### src/afh_pkg.sv
// Purpose: Shared constants, types and lookup for the sample FIFO host port
// Assumes: One 20 MHz system clock; processor pins already synchronous
// Notes: Control register 1 fields, Wishbone map and pulse timing live here
package afh_pkg;

    // System clock and the two pulse-width sources
    localparam int CLK_PERIOD_NS = 50;
    localparam int CONVERSION_CLOCK_PERIOD_NS = 200;
    localparam int OSC_PERIOD_NS = 100;
    // Half periods round down, never below one cycle
    localparam int PULSE_CONV_CYC = ((CONVERSION_CLOCK_PERIOD_NS / 2) / CLK_PERIOD_NS < 1) ? 1 :
        (CONVERSION_CLOCK_PERIOD_NS / 2) / CLK_PERIOD_NS;
    localparam int PULSE_OSC_CYC = ((OSC_PERIOD_NS / 2) / CLK_PERIOD_NS < 1) ? 1 :
        (OSC_PERIOD_NS / 2) / CLK_PERIOD_NS;
    localparam int PCNT_W = 4;

    // Data path and FIFO geometry
    localparam int DATA_W = 10;
    localparam int DEPTH = 16;
    localparam int PTR_W = 4;
    localparam int CNT_W = 5;

    // Control register 1 bit positions; reset values of control registers 0 and 1
    localparam int OVF_BIT = 1;
    localparam int LVL_LSB = 2;
    localparam int LVL_MSB = 3;
    localparam int TYPE_BIT = 4;
    localparam int POL_BIT = 5;
    localparam int RW_BIT = 6;
    localparam logic [DATA_W-1:0] CTRL0_RESET = 10'h000;
    localparam logic [DATA_W-1:0] CTRL1_RESET = 10'h030;

    // Processor port register select
    localparam logic PADDR_CTRL0 = 1'b0;
    localparam logic PADDR_CTRL1 = 1'b1;

    // Wishbone byte offsets
    localparam logic [7:0] WB_STATUS = 8'h00;
    localparam logic [7:0] WB_MASK = 8'h04;
    localparam logic [7:0] WB_CTRL0 = 8'h08;
    localparam logic [7:0] WB_CTRL1 = 8'h0C;
    localparam logic [7:0] WB_FILL = 8'h10;

    // Interrupt status bits
    localparam int IRQ_TRIG = 0;
    localparam int IRQ_OVF = 1;
    localparam int IRQ_W = 2;

    typedef enum logic [2:0] {
        TS_ARMED = 3'b001,
        TS_SHOW = 3'b010,
        TS_DRAIN = 3'b100
    } afh_trig_e;

    typedef struct packed {
        logic [DEPTH-1:0][DATA_W-1:0] mem;
        logic [PTR_W-1:0] wr_ptr;
        logic [PTR_W-1:0] rd_ptr;
        logic [CNT_W-1:0] fill;
        logic [DATA_W-1:0] ctrl0;
        logic [DATA_W-1:0] ctrl1;
        afh_trig_e trig;
        logic [CNT_W-1:0] reads_left;
        logic [PCNT_W-1:0] pulse_cnt;
        logic [1:0] exp_chan;
        logic rd_q;
        logic wr_q;
        logic [DATA_W-1:0] dout;
        logic dav;
        logic [IRQ_W-1:0] irq_stat;
        logic [IRQ_W-1:0] irq_mask;
        logic wb_ack;
        logic [31:0] wb_dat;
    } afh_state_s;

    // Trigger word count from level code and active channels minus one; 0 means none
    function automatic logic [CNT_W-1:0] trig_count(input logic [1:0] code,
                                                    input logic [1:0] chans);
        logic [CNT_W-1:0] t;
        t = 5'h00;
        case ({chans, code})
            4'h0: t = 5'h01;
            4'h1: t = 5'h04;
            4'h2: t = 5'h08;
            4'h3: t = 5'h0E;
            4'h4: t = 5'h02;
            4'h5: t = 5'h04;
            4'h6: t = 5'h08;
            4'h7: t = 5'h0C;
            4'h8: t = 5'h03;
            4'h9: t = 5'h06;
            4'hA: t = 5'h09;
            4'hB: t = 5'h0C;
            4'hC: t = 5'h04;
            4'hD: t = 5'h08;
            4'hE: t = 5'h0C;
            default: t = 5'h00;
        endcase
        return t;
    endfunction : trig_count

endpackage : afh_pkg

### src/afh_host_port.sv
// Purpose: Parallel processor port of a sampling converter with sample FIFO
// Assumes: Processor pins synchronous to clk_sys_in; samples arrive tagged by channel
// Notes: Strobes act on their rising edge inside this clock; Wishbone adds IRQ and status
// How it works
// Control-1 bits 2,3 pick trigger level
// Every active input counts as one channel
// One/two channels: 1,4,8,14 / 2,4,8,12
// Three/four: 3,6,9,12 / 4,8,12,reserved
// FIFO words stored in fixed channel order
// Sample-ready asserts when fill reaches count
// Read strobe: selects and read, no write
// Read strobe pops word, enables drivers
// Store strobe: selects and store, no read
// Store strobe latches control register 0/1
// Processor ties read high in direction mode
// Control-1 bit 4: level or pulse
// Control-1 bit 5: low or high active
// Level drops on first read, rearm after all
// Pulse lasts half conversion/oscillator period
// No new pulse before trigger words read
// Bit 6 makes store a direction input
// Bit 1 overflow, clears on read; write empties
// Sixteen-word FIFO, fill compared to count
`timescale 1ns/10ps
module afh_host_port (
    input wire logic clk_sys_in, // System clock, 20 MHz
    input wire logic sys_rst_in, // Asynchronous reset, active high
    input wire logic chip_select_low_n_in, // Chip select, active low
    input wire logic chip_select_high_in, // Chip select, active high
    input wire logic read_strobe_n_in, // Read input, active low
    input wire logic store_strobe_n_in, // Store input or direction
    input wire logic reg_sel_in, // Register select on the port
    input wire logic [afh_pkg::DATA_W-1:0] data_in, // Bus data from processor
    output logic [afh_pkg::DATA_W-1:0] data_out, // Bus data to processor
    output logic data_oe_n_out, // Bus driver enable, low drives
    output logic sample_ready_out, // Sample-ready signal
    input wire logic [1:0] active_channels_in, // Active channels minus one
    input wire logic single_mode_in, // High in single conversion mode
    input wire logic sample_valid_in, // Conversion word strobe
    input wire logic [1:0] sample_chan_in, // Channel of conversion word
    input wire logic [afh_pkg::DATA_W-1:0] sample_word_in, // Conversion word
    input wire logic [7:0] wb_adr_in, // Wishbone address
    input wire logic [31:0] wb_dat_in, // Wishbone write data
    output logic [31:0] wb_dat_out, // Wishbone read data
    input wire logic [3:0] wb_sel_in, // Wishbone byte selects
    input wire logic wb_we_in, // Wishbone write enable
    input wire logic wb_cyc_in, // Wishbone cycle
    input wire logic wb_stb_in, // Wishbone strobe
    output logic wb_ack_out, // Wishbone acknowledge
    output logic irq_out // Interrupt, active high level
);

    afh_pkg::afh_state_s s;
    afh_pkg::afh_state_s n;
    logic dir_mode;
    logic read_req;
    logic write_req;
    logic rd_int;
    logic wr_int;
    logic rd_rise;
    logic wr_rise;
    logic pop;
    logic ctrl1_read;
    logic fifo_clear;
    logic push_ok;
    logic push;
    logic overflow_evt;
    logic [afh_pkg::CNT_W-1:0] trig_lvl;
    logic wb_req;
    logic trig_evt;

    // Read and write requests; the direction mode ignores the read pin
    // Direction mode select
    assign dir_mode = s.ctrl1[afh_pkg::RW_BIT];
    // Read pin ignored here
    assign read_req = dir_mode ? store_strobe_n_in : !read_strobe_n_in;
    assign write_req = dir_mode ? !store_strobe_n_in : !store_strobe_n_in;

    // Read strobe combination
    assign rd_int = !chip_select_low_n_in && chip_select_high_in && read_req &&
        (dir_mode || store_strobe_n_in);
    // Store strobe combination
    assign wr_int = !chip_select_low_n_in && chip_select_high_in && write_req &&
        (dir_mode || read_strobe_n_in);
    assign rd_rise = rd_int && !s.rd_q;
    assign wr_rise = wr_int && !s.wr_q;
    assign pop = rd_rise && (reg_sel_in == afh_pkg::PADDR_CTRL0) && (s.fill != 5'h00);
    assign ctrl1_read = rd_rise && (reg_sel_in == afh_pkg::PADDR_CTRL1);
    // Writing one to bit 1 empties
    assign fifo_clear = wr_rise && (reg_sel_in == afh_pkg::PADDR_CTRL1) &&
        data_in[afh_pkg::OVF_BIT];

    // Accept only the expected next channel
    assign push_ok = sample_valid_in && (sample_chan_in == s.exp_chan) && !fifo_clear;
    // Sixteen words; a pop makes room
    assign push = push_ok && ((s.fill != 5'h10) || pop);
    assign overflow_evt = push_ok && !push;

    // Level field with channel count
    // Channel count from active inputs
    // One and two channel table
    // Three and four channel table
    assign trig_lvl = afh_pkg::trig_count({s.ctrl1[afh_pkg::LVL_MSB], s.ctrl1[afh_pkg::LVL_LSB]},
        active_channels_in);

    assign wb_req = wb_cyc_in && wb_stb_in && !s.wb_ack;
    // Trigger condition
    assign trig_evt = (s.trig == afh_pkg::TS_ARMED) && (trig_lvl != 5'h00) &&
        (s.fill >= trig_lvl) && !fifo_clear;

    // Next-state logic for the whole port
    always_comb
    begin
        n = s;
        n.rd_q = rd_int;
        n.wr_q = wr_int;
        n.wb_ack = wb_req;

        // Store strobe latches register
        if (wr_rise)
        begin
            if (reg_sel_in == afh_pkg::PADDR_CTRL0)
            begin
                n.ctrl0 = data_in;
            end
            else
            begin
                // Overflow bit is status only; its written value means clear
                n.ctrl1 = data_in;
                n.ctrl1[afh_pkg::OVF_BIT] = s.ctrl1[afh_pkg::OVF_BIT];
            end
        end

        // Pop one word per strobe
        if (rd_rise)
        begin
            if (reg_sel_in == afh_pkg::PADDR_CTRL1)
            begin
                n.dout = s.ctrl1;
            end
            else if (s.fill != 5'h00)
            begin
                n.dout = s.mem[s.rd_ptr];
            end
            else
            begin
                n.dout = 10'h000;
            end
        end

        // FIFO pointers and fill
        if (push)
        begin
            n.mem[s.wr_ptr] = sample_word_in;
            n.wr_ptr = s.wr_ptr + 4'h1;
        end
        if (pop)
        begin
            n.rd_ptr = s.rd_ptr + 4'h1;
        end
        if (push && !pop)
        begin
            n.fill = s.fill + 5'h01;
        end
        else if (pop && !push)
        begin
            n.fill = s.fill - 5'h01;
        end
        if (push_ok)
        begin
            n.exp_chan = (s.exp_chan == active_channels_in) ? 2'h0 : s.exp_chan + 2'h1;
        end

        // Overflow flag, set wins over read clear
        if (ctrl1_read)
        begin
            n.ctrl1[afh_pkg::OVF_BIT] = 1'b0;
        end
        if (overflow_evt)
        begin
            n.ctrl1[afh_pkg::OVF_BIT] = 1'b1;
        end

        // Trigger sequencer: reads pending counted against the trigger words
        if (pop && (s.reads_left != 5'h00))
        begin
            n.reads_left = s.reads_left - 5'h01;
        end
        case (s.trig)
            afh_pkg::TS_ARMED:
            begin
                if (trig_evt)
                begin
                    n.trig = afh_pkg::TS_SHOW;
                    n.reads_left = trig_lvl;
                    // Pulse width source
                    n.pulse_cnt = single_mode_in ? afh_pkg::PCNT_W'(afh_pkg::PULSE_OSC_CYC) :
                        afh_pkg::PCNT_W'(afh_pkg::PULSE_CONV_CYC);
                end
            end
            afh_pkg::TS_SHOW:
            begin
                if (s.ctrl1[afh_pkg::TYPE_BIT])
                begin
                    // Pulse ends after half period
                    n.pulse_cnt = s.pulse_cnt - 4'h1;
                    if (s.pulse_cnt == 4'h1)
                    begin
                        n.trig = afh_pkg::TS_DRAIN;
                    end
                end
                // Level drops on first read
                else if (pop)
                begin
                    n.trig = afh_pkg::TS_DRAIN;
                end
            end
            afh_pkg::TS_DRAIN:
            begin
                // Rearm after all reads
                // No pulse before words drained
                if (s.reads_left == 5'h00)
                begin
                    n.trig = afh_pkg::TS_ARMED;
                end
            end
            default:
            begin
                n.trig = afh_pkg::TS_ARMED;
            end
        endcase

        // Emptying the FIFO also rearms the trigger, since the pending words are gone
        if (fifo_clear)
        begin
            n.wr_ptr = 4'h0;
            n.rd_ptr = 4'h0;
            n.fill = 5'h00;
            n.exp_chan = 2'h0;
            n.trig = afh_pkg::TS_ARMED;
            n.reads_left = 5'h00;
        end

        // Level or pulse shape
        // Polarity applied
        n.dav = (n.trig == afh_pkg::TS_SHOW) ? n.ctrl1[afh_pkg::POL_BIT] :
            !n.ctrl1[afh_pkg::POL_BIT];

        // Sticky interrupt bits; an event in the clearing cycle wins
        if (wb_req && wb_we_in && wb_sel_in[0] && (wb_adr_in == afh_pkg::WB_STATUS))
        begin
            n.irq_stat = s.irq_stat & ~wb_dat_in[afh_pkg::IRQ_W-1:0];
        end
        if (trig_evt)
        begin
            n.irq_stat[afh_pkg::IRQ_TRIG] = 1'b1;
        end
        if (overflow_evt)
        begin
            n.irq_stat[afh_pkg::IRQ_OVF] = 1'b1;
        end
        if (wb_req && wb_we_in && wb_sel_in[0] && (wb_adr_in == afh_pkg::WB_MASK))
        begin
            n.irq_mask = wb_dat_in[afh_pkg::IRQ_W-1:0];
        end

        // Wishbone read mux; unmapped offsets answer with zero
        n.wb_dat = 32'h0000_0000;
        if (wb_req && !wb_we_in)
        begin
            case (wb_adr_in)
                afh_pkg::WB_STATUS: n.wb_dat = {30'h0, s.irq_stat};
                afh_pkg::WB_MASK: n.wb_dat = {30'h0, s.irq_mask};
                afh_pkg::WB_CTRL0: n.wb_dat = {22'h0, s.ctrl0};
                afh_pkg::WB_CTRL1: n.wb_dat = {22'h0, s.ctrl1};
                afh_pkg::WB_FILL: n.wb_dat = {24'h0, s.trig, s.fill};
                default: n.wb_dat = 32'h0000_0000;
            endcase
        end
    end

    // State register
    always_ff @(posedge clk_sys_in or posedge sys_rst_in)
    begin
        if (sys_rst_in)
        begin
            s <= '0;
            s.ctrl0 <= afh_pkg::CTRL0_RESET;
            s.ctrl1 <= afh_pkg::CTRL1_RESET;
            s.trig <= afh_pkg::TS_ARMED;
            s.dav <= 1'b0;
        end
        else
        begin
            s <= n;
        end
    end

    // Outputs; drivers enable one cycle into the read strobe and release at once when it drops
    assign data_out = s.dout;
    assign data_oe_n_out = !(rd_int && s.rd_q);
    assign sample_ready_out = s.dav;
    assign wb_ack_out = s.wb_ack;
    assign wb_dat_out = s.wb_dat;
    assign irq_out = |(s.irq_stat & s.irq_mask);

    // Checks
    // Trigger condition shows
    a_trig_shows: assert property (@(posedge clk_sys_in) disable iff (sys_rst_in)
        trig_evt |=> (s.trig == afh_pkg::TS_SHOW) && (sample_ready_out == s.ctrl1[5]))
        else $error("sample-ready not raised on trigger");
    // Level drop on read
    a_level_drop: assert property (@(posedge clk_sys_in) disable iff (sys_rst_in)
        (s.trig == afh_pkg::TS_SHOW) && !s.ctrl1[4] && pop |=> s.trig != afh_pkg::TS_SHOW)
        else $error("level sample-ready not dropped on first read");
    // Pulse width check
    a_pulse_width: assert property (@(posedge clk_sys_in) disable iff (sys_rst_in)
        trig_evt && s.ctrl1[4] && !single_mode_in && !wr_rise |=>
        (s.trig == afh_pkg::TS_SHOW)[*2] ##1 (s.trig != afh_pkg::TS_SHOW))
        else $error("pulse width wrong");
    // No early pulse
    a_no_early: assert property (@(posedge clk_sys_in) disable iff (sys_rst_in)
        (s.trig == afh_pkg::TS_DRAIN) && (s.reads_left > 5'h01) |=>
        s.trig != afh_pkg::TS_SHOW)
        else $error("pulse before trigger words read");
    // Overflow flag set
    a_ovf_set: assert property (@(posedge clk_sys_in) disable iff (sys_rst_in)
        overflow_evt |=> s.ctrl1[1] && s.irq_stat[1])
        else $error("overflow not flagged");
    // Overflow cleared by read
    a_ovf_clear: assert property (@(posedge clk_sys_in) disable iff (sys_rst_in)
        ctrl1_read && !overflow_evt |=> !s.ctrl1[1])
        else $error("overflow not cleared by read");
    // Clear empties FIFO
    a_fifo_empty: assert property (@(posedge clk_sys_in) disable iff (sys_rst_in)
        fifo_clear |=> (s.fill == 5'h00) && (s.trig == afh_pkg::TS_ARMED))
        else $error("fifo not emptied");
    // Store latches register 0
    a_store_latch: assert property (@(posedge clk_sys_in) disable iff (sys_rst_in)
        wr_rise && (reg_sel_in == 1'b0) |=> s.ctrl0 == $past(data_in))
        else $error("control register 0 not latched");
    // Pop advances read pointer
    a_pop_word: assert property (@(posedge clk_sys_in) disable iff (sys_rst_in)
        pop && !fifo_clear |=> (s.rd_ptr == $past(s.rd_ptr) + 4'h1) && !data_oe_n_out
        ##0 (s.dout == $past(s.mem[s.rd_ptr])))
        else $error("read did not pop one word");
    // Strobe excludes write
    a_strobe_excl: assert property (@(posedge clk_sys_in) disable iff (sys_rst_in)
        !(rd_int && wr_int))
        else $error("read and store strobes together");
    // Single-mode pulse is one cycle
    a_pulse_single: assert property (@(posedge clk_sys_in) disable iff (sys_rst_in)
        trig_evt && s.ctrl1[4] && single_mode_in && !wr_rise |=>
        (s.trig == afh_pkg::TS_SHOW) ##1 (s.trig != afh_pkg::TS_SHOW))
        else $error("single-mode pulse width wrong");
    // Level holds until a read
    a_level_hold: assert property (@(posedge clk_sys_in) disable iff (sys_rst_in)
        (s.trig == afh_pkg::TS_SHOW) && !s.ctrl1[4] && !pop && !fifo_clear |=>
        s.trig == afh_pkg::TS_SHOW)
        else $error("level sample-ready dropped without a read");

    c_level_cycle: cover property (@(posedge clk_sys_in) disable iff (sys_rst_in)
        (s.trig == afh_pkg::TS_SHOW) && !s.ctrl1[4] ##1 (s.trig == afh_pkg::TS_DRAIN)
        ##[1:64] (s.trig == afh_pkg::TS_ARMED));
    c_pulse: cover property (@(posedge clk_sys_in) disable iff (sys_rst_in)
        trig_evt && s.ctrl1[4]);
    c_overflow: cover property (@(posedge clk_sys_in) disable iff (sys_rst_in) overflow_evt);
    c_dir_read: cover property (@(posedge clk_sys_in) disable iff (sys_rst_in)
        dir_mode && pop);
    c_dir_write: cover property (@(posedge clk_sys_in) disable iff (sys_rst_in)
        dir_mode && wr_rise);

endmodule : afh_host_port

### config.mk
export PLATFORM = sky130hd
export DESIGN_NAME = afh_host_port
export DESIGN_NICKNAME = d
export VERILOG_FILES = /design/src/afh_pkg.sv /design/src/afh_host_port.sv
export SDC_FILE = /design/constraint.sdc
export NUM_CORES = 1
export LEC_CHECK = 0
export BUFFER_PORTS_ARGS = -buffer_cell sky130_fd_sc_hd__buf_2
export CORE_MARGIN = 2
export CORE_UTILIZATION = 64
export CTS_CLUSTER_SIZE = 25
export DETAILED_ROUTE_END_ITERATION = 16
export HOLD_SLACK_MARGIN = 0.1
export PLACE_DENSITY = 0.86
export SYNTH_ARGS = -nofsm -noshare
export SYNTH_HDL_FRONTEND = slang
export SYNTH_SLANG_ARGS = --single-unit
### constraint.sdc
create_clock -name clk_sys_in -period 19.5 [get_ports clk_sys_in]
set_input_delay 2.925 -clock clk_sys_in [delete_from_list [all_inputs] [get_ports clk_sys_in]]
set_output_delay 2.925 -clock clk_sys_in [all_outputs]
set_load 0.005 [all_outputs]
# Yosys cells after proc, flatten, opt, wreduce, memory -nomap -nowiden
# Memories as Yosys holds them, arrays and structs flattened.
# Index checks and enable logic that the tools add are counted.
# totals
reg_bits	257
latchBits	0
mem_bits_rw	0
romBits	64
input_bits	80
out_inout_bits	46
wordCells	167
mem_count	1
# op_classes
n_addsub	7
mul	0
n_div	0
magnitude_cmp	4
eq_ne	14
n_shift	0
muxes	38
bitwise_logic	4
n_reduce_logical	63
# mem_list
name	depth	width	rd	rd_clocked_by_memory_dff	write_ports	line_no	rtl
(name not given)	16	4	1	0	0	afh_pkg.sv:81	case ({chans, code})
# ops
operator	count
$bwmux 160	1
$mux 10	5
$pmux 10 s5	1
$bmux 10 s4	1
$demux 10 s4	1
$logic_and 1x1->1	31
$mux 5	4
$eq 8x4->1 const B	2
$reduce_bool 5->1	3
$reduce_bool 2->1	7
$mux 13	1
$logic_not 1->1	12
$mux 12	1
$mux 3	4
$mux 4	3
$mux 6	2
$lt 4x5->1 const B	2
$mux 2	5
$sub 5x1->5 const B	2
$pmux 3 s3	1
$add 4x1->4 const B	2
$eq 8x3->1 const B	1
$eq 8x5->1 const B	1
$logic_not 8->1	1
other kinds (24)	36

# Longest topological paths before layout
# Gate-level depths: netlist of the first run.
# logic_depth
depth_word	15
ltp_mapped	13
ltp_nobuf	12

# Least setup slack after synthesis of the first run
# OpenSTA, ideal clock, no wires.
# synth_path
path_type	in2out
from	in chip_select_low_n_in
to	out data_oe_n_out
arrival_time_ns	3.312
t_required_ns	16.575
setup_slack_ns	13.263
path_stages	3
path_buffers	0
cell_sequence	nand2b_1 nor2_1 nand2_1
# synth_lines
element	line_no	rtl
start, declared	afh_host_port.sv:28	input wire logic chip_select_low_n_in,
end, declared	afh_host_port.sv:35	output logic data_oe_n_out,

==> results.yml, run 1 <==
synthesis:
  synthMuxAreaShare: 0.278
  yosys.area.top_type_share: 0.497
  syn_inst: 873
  ys_types: 62
  post-synth-top-area-cell: "dfrtp_1"
  yosysSeqAreaShare: 0.504
  synthAdderAreaFrac: 0.0221
  syn_avg_cell_area_um2: 13.4
  ys_top_cells_by_area: "dfrtp_1, mux2_2, mux4_2"
  synth_compound_area_frac: 0.0490
  synth_edf_count: 0
  yosys_warnings: 0
  syn_area_um2: 11700
  synth-simple-area-share: 0.0881
  synth_xor_area_frac: 0.0113
  synth_ff_type: "dfrtp_1"
  async_flop_share: 1.00
  synth-seq-cells: 235
  yosysMostFrequentCell: "dfrtp_1"
  synth_top_family_by_area: "multiplexers"
  ys_top_cells_by_count: "dfrtp_1, mux2_2, nor2_1"
floorplanning:
  start_util: 0.652
  dieWidth_um: 139
  io_pins: 126
  std_cell_rows: 49
  dieArea_um2: 19300
  coreArea_um2: 17900
  fp.dieH_um: 139
final_layout:
  drive_above_1_share: 0.407
  seq_area_um2: 5890
  multi_input_area_um2: 5320
  fin_nets: 1016
  fillers: 1124
  num_antenna_cells: 0
  syn_to_final_growth_pct: 9.66
drt:
  routed_wl_um: 26100
  vias: 7475
  drtAntennaViolNets: 0
  route.detailed.drc: 0
  drtIter0Drc: 544
  firstDrtPassIters: 5
  post_drt_wl_per_cell_um: 22.5
  routed_via_density: 6.44
global_route:
  grt_start_max_net_pins: 88
  grt_overflow_total: 0
  grt_pass1_vias: 7821
  grt_first_pass_wirelength_um: 41900
  antenna_found_initial: 1
  track_usage: 0.276
power_and_ir_drop:
  internal_power_mw: 1.19
  p_comb_frac: 0.295
  power_leakage_nw: 5.96
  pwr-share-seq: 0.431
  swShare: 0.308
  vdd_ir_drop_max_mv: 0.0943
  clockPowerShare: 0.274
  total_power_mw: 1.72
  p_switching_mw: 0.528
  powerDensity_nw_per_um2: 134
setup_path:
  cp.required_ns: 16.57
  crit_path_max_fanout: 5
  worst_setup_path_end_kind: "primary output"
  cp_data_arrival_time_ns: 3.63
  r2r_end: "s[88]"
  r2r_slack_ns: 15.74
  r2r_cells: 13
  reg2reg_from: "s[48]"
  crit_path_start_kind: "input port"
  path_class: "input port to primary output"
clocking:
  htreeDepth: 1
  clkTransAtPathRegs_ns: 0.06
  clockBufferDepth: 3
  cts_resized: 0
  cts_made_buffers: 24
  cts_num_sinks: 235
  cts_setup_buffers: 0
  root_buffer: "clkbuf_16"
  insertion_delay_ns: 0.52
  hold_buffers: 0
  cts_tree: "yes"
job:
  cap_violations: 0
sta:
  slew_headroom: 0.205
  timing_hold_violations_final: 0
  tns_ns: 0
  min_period_over_period: 0.336
  rsz0062_at_grt: "no"
  fin_crit_ns: 6.56
  setup_viol: 0
  fin_skew_ns: 0.00969
  finalMaxSlewViolations: 0
  fmax_ghz: 0.153
  worst_slew_pin_slew_ns: 1.19
  worst_slack_ns: 12.94
outcome:
  status: "completed"
worst_hold_path:
  min_path_type: "flop to flop"
  hold_depth: 1
  whs_endpoint: "s[251]"
  hold_start: "s[251]"
placement:
  dp_hpwl_um: 16200
  place_ws_ns: 12.97
  portBuffers: 70
  gp_congestion: 0.835
registers in the layout (all words and copies together) (netlist names):
signal	count
wb_ack_out	1
wb_dat_out	10
dir_mode	1
data_out	10
s	212
sample_ready_out	1
critical path: stages:
cell and delay [ns]:
buf_2 0.11, nand2b_1 0.21, nor2_1 0.18, nand2_1 0.08, buf_2 0.13
logic make-up (layout without fill, tap and decap cells):
family          count (synthesis)  after routing
mux                           239            239
flops                         235            235
simple gates                  179            179
buf+inv                       102            140
compound gates                 82             82
fa+ha+maj                      20             20
xor+xnor                       15             15
other cells                     1             22
area by class of cell:
cell class / count / share of cell area
Inverter: 21 / 0.00675
Clock inverter: 7 / 0.00665
Clock buffer: 35 / 0.0573
Multi-Input combinational cell: 557 / 0.415
Sequential cell: 235 / 0.460
Timing Repair Buffer: 77 / 0.0315
Tap cell: 229 / 0.0224
cells in the final DEF (no fill, tap or decap), drive strengths merged, types with 5 or more instances in the layout:
| master | count |
|---|---|
| ha | 19 |
| nor3 | 14 |
| a221o | 10 |
| buf | 77 |
| a22oi | 9 |
| dfrtp | 232 |
| nor2 | 63 |
| o21ai | 13 |
| and3 | 13 |
| nor4 | 7 |
| nand2b | 11 |
| inv | 21 |
| conb | 22 |
| clkbuf | 35 |
| mux4 | 50 |
| nor2b | 6 |
| xnor2 | 11 |
| mux2 | 181 |
| nand2 | 29 |
| clkinv | 5 |
| nand3 | 14 |
| mux2i | 8 |
| a21oi | 22 |
| nand4 | 5 |
layer usage:
layer,up-vias,wire [um],track usage
met5,-,16,0
met4,2,1120,0.120
met2,337,13000,0.466
met3,92,1680,0.0439
met1,3829,10300,0.359
li1,3215,-,-
how the worst max path moves through the flow:
stage                                     from             to  slack, ns
final                     chip_select_low_n_in  data_oe_n_out      12.94
after global routing      chip_select_low_n_in  data_oe_n_out      12.88
after CTS                 chip_select_low_n_in  data_oe_n_out      12.95
after detailed placement  chip_select_low_n_in  data_oe_n_out      12.97
after global placement    chip_select_low_n_in  data_oe_n_out      12.99
after floorplan                     sys_rst_in    data_out[0]      10.13
metrics by stage:
step / area, um^2 / hold WS [ns] / utilization / cells
3_3_place_gp: 12000 / 0.483 / 0.669 / 1119
5_1_grt: 12800 / 0.510 / 0.715 / 1161
6_report: 12800 / 0.501 / 0.715 / 1161
4_1_cts: 12800 / 0.505 / 0.715 / 1161
2_1_floorplan: 11700 / 0.472 / - / 894
3_5_place_dp: 12000 / 0.492 / 0.669 / 1119
power groups by stage:
stage | combinational [mW] | clock [mW] | sequential [mW]
3_5_place_dp | 0.499 | 0 | 0.740
4_1_cts | 0.509 | 0.474 | 0.736
5_1_grt | 0.549 | 0.494 | 0.754
2_1_floorplan | 0.423 | 0 | 0.697
3_3_place_gp | 0.480 | 0 | 0.730
6_report | 0.506 | 0.470 | 0.741
(Power assumes the default switching activity.)
==> inputs of run 2 (changes only) <==
ABC_AREA = 1   (was not set)
CORE_UTILIZATION = 54   (was 64)
PLACE_DENSITY = 0.77   (was 0.86)
clock period = 5.9 ns   (was 19.5 ns; I/O delays follow)
==> run 2 against run 1 <==
Sequential power increased to 3.4 times the previous value. Via count is 29% higher. Clock power increased to 3.5 times the previous value. Die area rose by 19%. Synthesized cell count up 60%. Critical path type is now input port to flop. Largest cell class unchanged.
==> results.yml, run 2 <==
synthesis:
  syn_avg_cell_area_um2: 8.44
  yosysSeqAreaShare: 0.500
  async_flop_share: 1.00
  ys_top_cells_by_count: "nand2_1, dfrtp_1, o21ai_0"
  synthAdderAreaFrac: 0.0219
  synth_xor_area_frac: 0.00595
  yosys.area.top_type_share: 0.493
  ys_types: 50
  synth_ff_type: "dfrtp_1"
  synth_compound_area_frac: 0.164
  synth-simple-area-share: 0.208
  syn_inst: 1394
  syn_area_um2: 11800
  post-synth-top-area-cell: "dfrtp_1"
  synth_edf_count: 0
  yosys_warnings: 0
  yosysMostFrequentCell: "nand2_1"
  synth-seq-cells: 235
  synthMuxAreaShare: 0.00670
  ys_top_cells_by_area: "dfrtp_1, nand2_1, o21ai_0"
  synth_top_family_by_area: "simple AND/OR/NAND/NOR gates"
clocking:
  clkTransAtPathRegs_ns: 0.06
  htreeDepth: 1
  root_buffer: "clkbuf_16"
  cts_made_buffers: 25
  clockBufferDepth: 3
  cts_setup_buffers: 0
  insertion_delay_ns: 0.53
  hold_buffers: 0
  cts_resized: 0
  cts_tree: "yes"
  cts_num_sinks: 235
drt:
  drtAntennaViolNets: 0
  drtIter0Drc: 791
  vias: 9657
  wl_met1_um: 12700
  routed_via_density: 5.69
  met2WireLength_um: 13600
  wl_met3_um: 2150
  firstDrtPassIters: 5
  post_drt_wl_per_cell_um: 17.4
  topRoutingLayerUsed: "met4"
  routed_wl_um: 29500
  route.detailed.drc: 0
setup_path:
  worst_path_max_delay_cell: "nand4_2"
  cp.required_ns: 6.34
  worst_setup_path_end_kind: "flop"
  slowest_delay_ns: 0.42
  critical-path-top-delay-family: "simple AND/OR/NAND/NOR gates"
  crit_path_start_kind: "input port"
  cp_data_arrival_time_ns: 3.48
  crit_top_cell: "nand2_1"
  path_buf_inv: 3
  path_cells: "buf_2 > nor2_4 > nand2_1 > nor2_2 > nand4_2 > nand4_1 > inv_1 > fa_1 > nand3b_1 > nand2_1 > xor2_1 > inv_1 > nand4_1 > nand2_1 > o21ai_0"
  path_class: "input port to flop"
  crit_path_max_fanout: 18
global_route:
  grt_overflow_total: 0
  track_usage: 0.257
  antenna_found_initial: 0
  grt_first_pass_wirelength_um: 46700
  grt_pass1_vias: 9030
  grt_start_max_net_pins: 108
floorplanning:
  io_pins: 126
  dieWidth_um: 152
  start_util: 0.544
  std_cell_rows: 54
  coreArea_um2: 21600
  fp.dieH_um: 152
  dieArea_um2: 23000
final_layout:
  final_util: 0.589
  largest_reg_flops: 212
  drive_above_1_share: 0.122
  final_area_um2: 12700
  mostFrequentLayoutCells: "nand2_1, dfrtp_1, o21ai_0, nor2_1, o21ai_1"
  fin_nets: 1498
  syn_to_final_growth_pct: 8.19
  largest-register: "s"
  num_antenna_cells: 0
  layout_commonest_cell: "nand2_1"
worst_hold_path:
  min_path_type: "flop to flop"
sta:
  timing_hold_violations_final: 0
  slew_headroom: 0.361
  setup_viol: 0
  fin_skew_ns: 0.0152
  fmax_ghz: 0.329
  min_period_over_period: 0.516
  fin_crit_ns: 3.04
  tns_ns: 0
  finalMaxSlewViolations: 0
  rsz0062_at_grt: "no"
  worst_slew_pin_slew_ns: 0.955
  holdWs_ns: 0.446
job:
  cap_violations: 0
placement:
  portBuffers: 70
  gp_congestion: 0.941
  dp_hpwl_um: 18200
  postPlaceCellArea_um2: 11900
outcome:
  status: "completed"
power_and_ir_drop:
  vdd_ir_drop_max_mv: 0.303
  power_leakage_nw: 6.09
  powerDensity_nw_per_um2: 498
## run 2: changes by cell type in the layout (fill, tap and decap cells not counted), sizes merged, moves of 11 or more
| cell | previous run | this run |
|---|---|---|
| and3 | 13 | 1 |
| nand2 | 29 | 341 |
| a21oi | 22 | 11 |
| o221ai | 0 | 28 |
| nand2b | 11 | 0 |
| mux4 | 50 | 0 |
| inv | 21 | 84 |
| nand3 | 14 | 77 |
| mux2 | 181 | 7 |
| nor2 | 63 | 131 |
| o22ai | 0 | 14 |
| o21ai | 13 | 282 |
## run 2: cell type report
type	count	area, um^2
timing repair buffer	79	443
clock inverter	13	155
fill	1888	8890
sequential	235	5890
multi-input combinational	972	4860
clock buffer	32	702
inverter	85	329
tap	280	350
## run 2: final timing paths
check	start	end	slack (ns)	cells past startpoint
worst max-delay path	chip_select_low_n_in	s[88]	2.86	15
worst min-delay path	wb_ack_out	wb_ack_out	0.45	1
worst max register to register	s[66]	s[58]	2.92	15
min in group asynchronous	sys_rst_in	s[58]	0.46	2
max in group asynchronous	sys_rst_in	s[89]	4.47	3
worst min register to register	wb_ack_out	wb_ack_out	0.45	1
## run 2: report_power, final
part / total (mW) / leakage (nW) / internal (mW) / switching (mW)
clock network: 1.63 / 0.434 / 0.974 / 0.651
logic: 2.17 / 2.57 / 0.776 / 1.40
registers: 2.54 / 3.09 / 2.18 / 0.359
total: 6.33 / 6.09 / 3.93 / 2.41
## run 2: through the flow
step / total power [mW] / worst slack, ns / std cells
after global placement: 4.58 / 2.40 / 1651
after global routing: 6.78 / 2.56 / 1696
final: 6.33 / 2.86 / 1696
after floorplan: 4.16 / 1.94 / 1415
after detailed placement: 4.68 / 2.34 / 1651
after CTS: 6.31 / 2.90 / 1696
## run 2: routing by layer
metal,global-route usage,up-vias
li1,-,4572
met1,0.364,4656
met2,0.408,356
met3,0.0386,73
met4,0.0847,0
met5,0,-
## run 2: kinds of logic (layout without fill, tap and decap cells)
kind of cell,Yosys count,in the layout
AOI/OAI and AO/OA,346,346
xor gates and xnor gates,8,8
adders and majority gates,20,20
buffers and inverters,208,209
DFF,235,235
muxes,7,7
other,1,22
and+or+nand+nor,569,569
## run 2: worst reg2reg max path, delay by kind of cell, from the launching register on
family | cells | cell delay (ns)
and+or+nand+nor | 9 | 0.94
adders and majority gates | 2 | 0.64
DFF | 1 | 0.48
buffers and inverters | 3 | 0.39
AOI/OAI and AO/OA | 1 | 0.47
==> inputs of run 3 (changes only) <==
clock period = 2.6 ns   (was 5.9 ns; I/O delays follow)
==> run 3 against run 2 <==
Critical path depth unchanged. Via count increased by 1.8%. Sequential power increased by 130%. Combinational power increased by 140%. Hold slack got worse by 0.34 ns. Wire length increased by 2.0%. First-iteration DRC count decreased by 4.4%. Register-to-register slack got worse by 2.7 ns. Sequential share of layout area decreased by 1.5 points. Clock-buffer cell count increased by 4. Highest routed layer unchanged.
==> results.yml, run 3 (synthesis gave the netlist of run 2 again) <==
outcome:
  status: "completed"
drt:
  vias: 9831
  routed_wl_um: 30100
  drtIter0Drc: 756
  firstDrtPassIters: 5
  drtAntennaViolNets: 0
  route.detailed.drc: 0
  post_drt_wl_per_cell_um: 17.3
  routed_via_density: 5.65
clocking:
  clkTransAtPathRegs_ns: 0.06
  cts_tree: "yes"
  root_buffer: "clkbuf_16"
  cts_made_buffers: 26
  cts_setup_buffers: 0
  clockBufferDepth: 3
  insertion_delay_ns: 0.55
  cts_num_sinks: 235
  htreeDepth: 1
final_layout:
  final_util: 0.609
  largest_reg_flops: 212
  layout_commonest_cell: "nand2_1"
  final_area_um2: 13200
  largest-register: "s"
  num_antenna_cells: 0
  drive_above_1_share: 0.150
  syn_to_final_growth_pct: 11.9
  fin_nets: 1542
  mostFrequentLayoutCells: "nand2_1, dfrtp_1, o21ai_0, nor2_1, o21ai_1"
  final_cells: 1741
floorplanning:
  dieWidth_um: 152
  std_cell_rows: 54
  coreArea_um2: 21600
  io_pins: 126
  fp.dieH_um: 152
  dieArea_um2: 23000
  start_util: 0.544
power_and_ir_drop:
  powerDensity_nw_per_um2: 1120
  pwr-share-seq: 0.393
  clockPowerShare: 0.252
  total_power_mw: 14.7
  p_switching_mw: 5.59
  power_leakage_nw: 6.31
  p_comb_frac: 0.355
  swShare: 0.381
  vdd_ir_drop_max_mv: 0.759
  internal_power_mw: 9.09
placement:
  gp_congestion: 0.946
  place_ws_ns: 0.135
  portBuffers: 70
  postPlaceCellArea_um2: 12200
  dpl.cell_count: 1687
  dp_hpwl_um: 19400
sta:
  fmax_ghz: 0.422
  worst_slack_ns: 0.233
  rsz0062_at_grt: "no"
  worst_slew_pin_slew_ns: 0.616
  timing_hold_violations_final: 0
  tns_ns: 0
  fin_skew_ns: 0.0321
  min_period_over_period: 0.910
  holdWs_ns: 0.103
  fin_crit_ns: 2.37
  setup_viol: 0
  finalMaxSlewViolations: 0
  slew_headroom: 0.589
setup_path:
  cp_data_arrival_time_ns: 2.77
  crit_path_start_kind: "flop"
  worst_setup_path_end_kind: "flop"
  cp.required_ns: 3.00
  path_class: "flop to flop"
  crit_path_max_fanout: 5
global_route:
  grt_pass1_vias: 9406
  antenna_found_initial: 0
  grt_first_pass_wirelength_um: 47700
  track_usage: 0.264
  grt_overflow_total: 0
  grt_start_max_net_pins: 67
worst_hold_path:
  min_path_type: "input port to flop"
job:
  cap_violations: 0
[run 3: cell types whose count changed in the layout (fill, tap and decap cells not counted), sizes merged]
cell / delta
clkinv: -1
buf: +36
clkinvlp: +2
dlygate4sd3: +7
bufinv: -2
inv: -1
clkbuf: +4
[run 3: power groups by stage]
stage                     logic, mW  clock network (mW)  registers [mW]
after floorplan                3.90                   0            5.55
after global placement         4.92                   0            5.73
after detailed placement       5.12                   0            5.77
after CTS                      5.15                3.73            5.74
after global routing           5.91                3.86            5.91
final                          5.21                3.70            5.78
[run 3: what timing repair did]
action	CTS	global route
gates resized for setup	0	8
setup endpoints to repair	0	5
endpoints found under the hold margin	27	0
hold buffers	7	0
[run 3: layout make-up]
type / instances / area (um^2)
Clock buffer: 36 / 778
Fill cell: 1835 / 8460
Multi-Input combinational cell: 972 / 4880
Clock inverter: 11 / 96.3
Tap cell: 280 / 350
Timing Repair Buffer: 122 / 846
Sequential cell: 235 / 5890
Inverter: 85 / 329
[run 3: critical path, stage by stage (launching register included)]
cell	delay, ns
dfrtp_2	0.44
nor2_1	0.15
nand3_1	0.12
nand2_2	0.12
inv_1	0.05
nand2_1	0.07
nand4_1	0.11
buf_4	0.18
ha_1	0.32
a21oi_1	0.16
nand2_1	0.10
xor2_2	0.16
inv_1	0.06
nand4_1	0.08
nand2_1	0.07
o21ai_1	0.06
[run 3: routing by layer]
metal | global-route usage | share of wire | up-vias
met2 | 0.426 | 0.47 | 348
li1 | - | - | 4661
met5 | 0 | 0 | -
met4 | 0.0838 | 0.027 | 0
met3 | 0.0509 | 0.076 | 57
met1 | 0.362 | 0.42 | 4765
[run 3: final timing paths]
path,startpoint,end,slack (ns),depth (start not counted)
setup / recovery,s[85],s[88],0.23,15
hold / removal,wb_stb_in,wb_ack_out,0.10,3
setup reg to reg,s[85],s[88],0.23,15
hold reg to reg,wb_ack_out,wb_ack_out,0.44,1
max in group asynchronous,sys_rst_in,s[182],1.29,5
min in group asynchronous,sys_rst_in,s[249],0.41,3
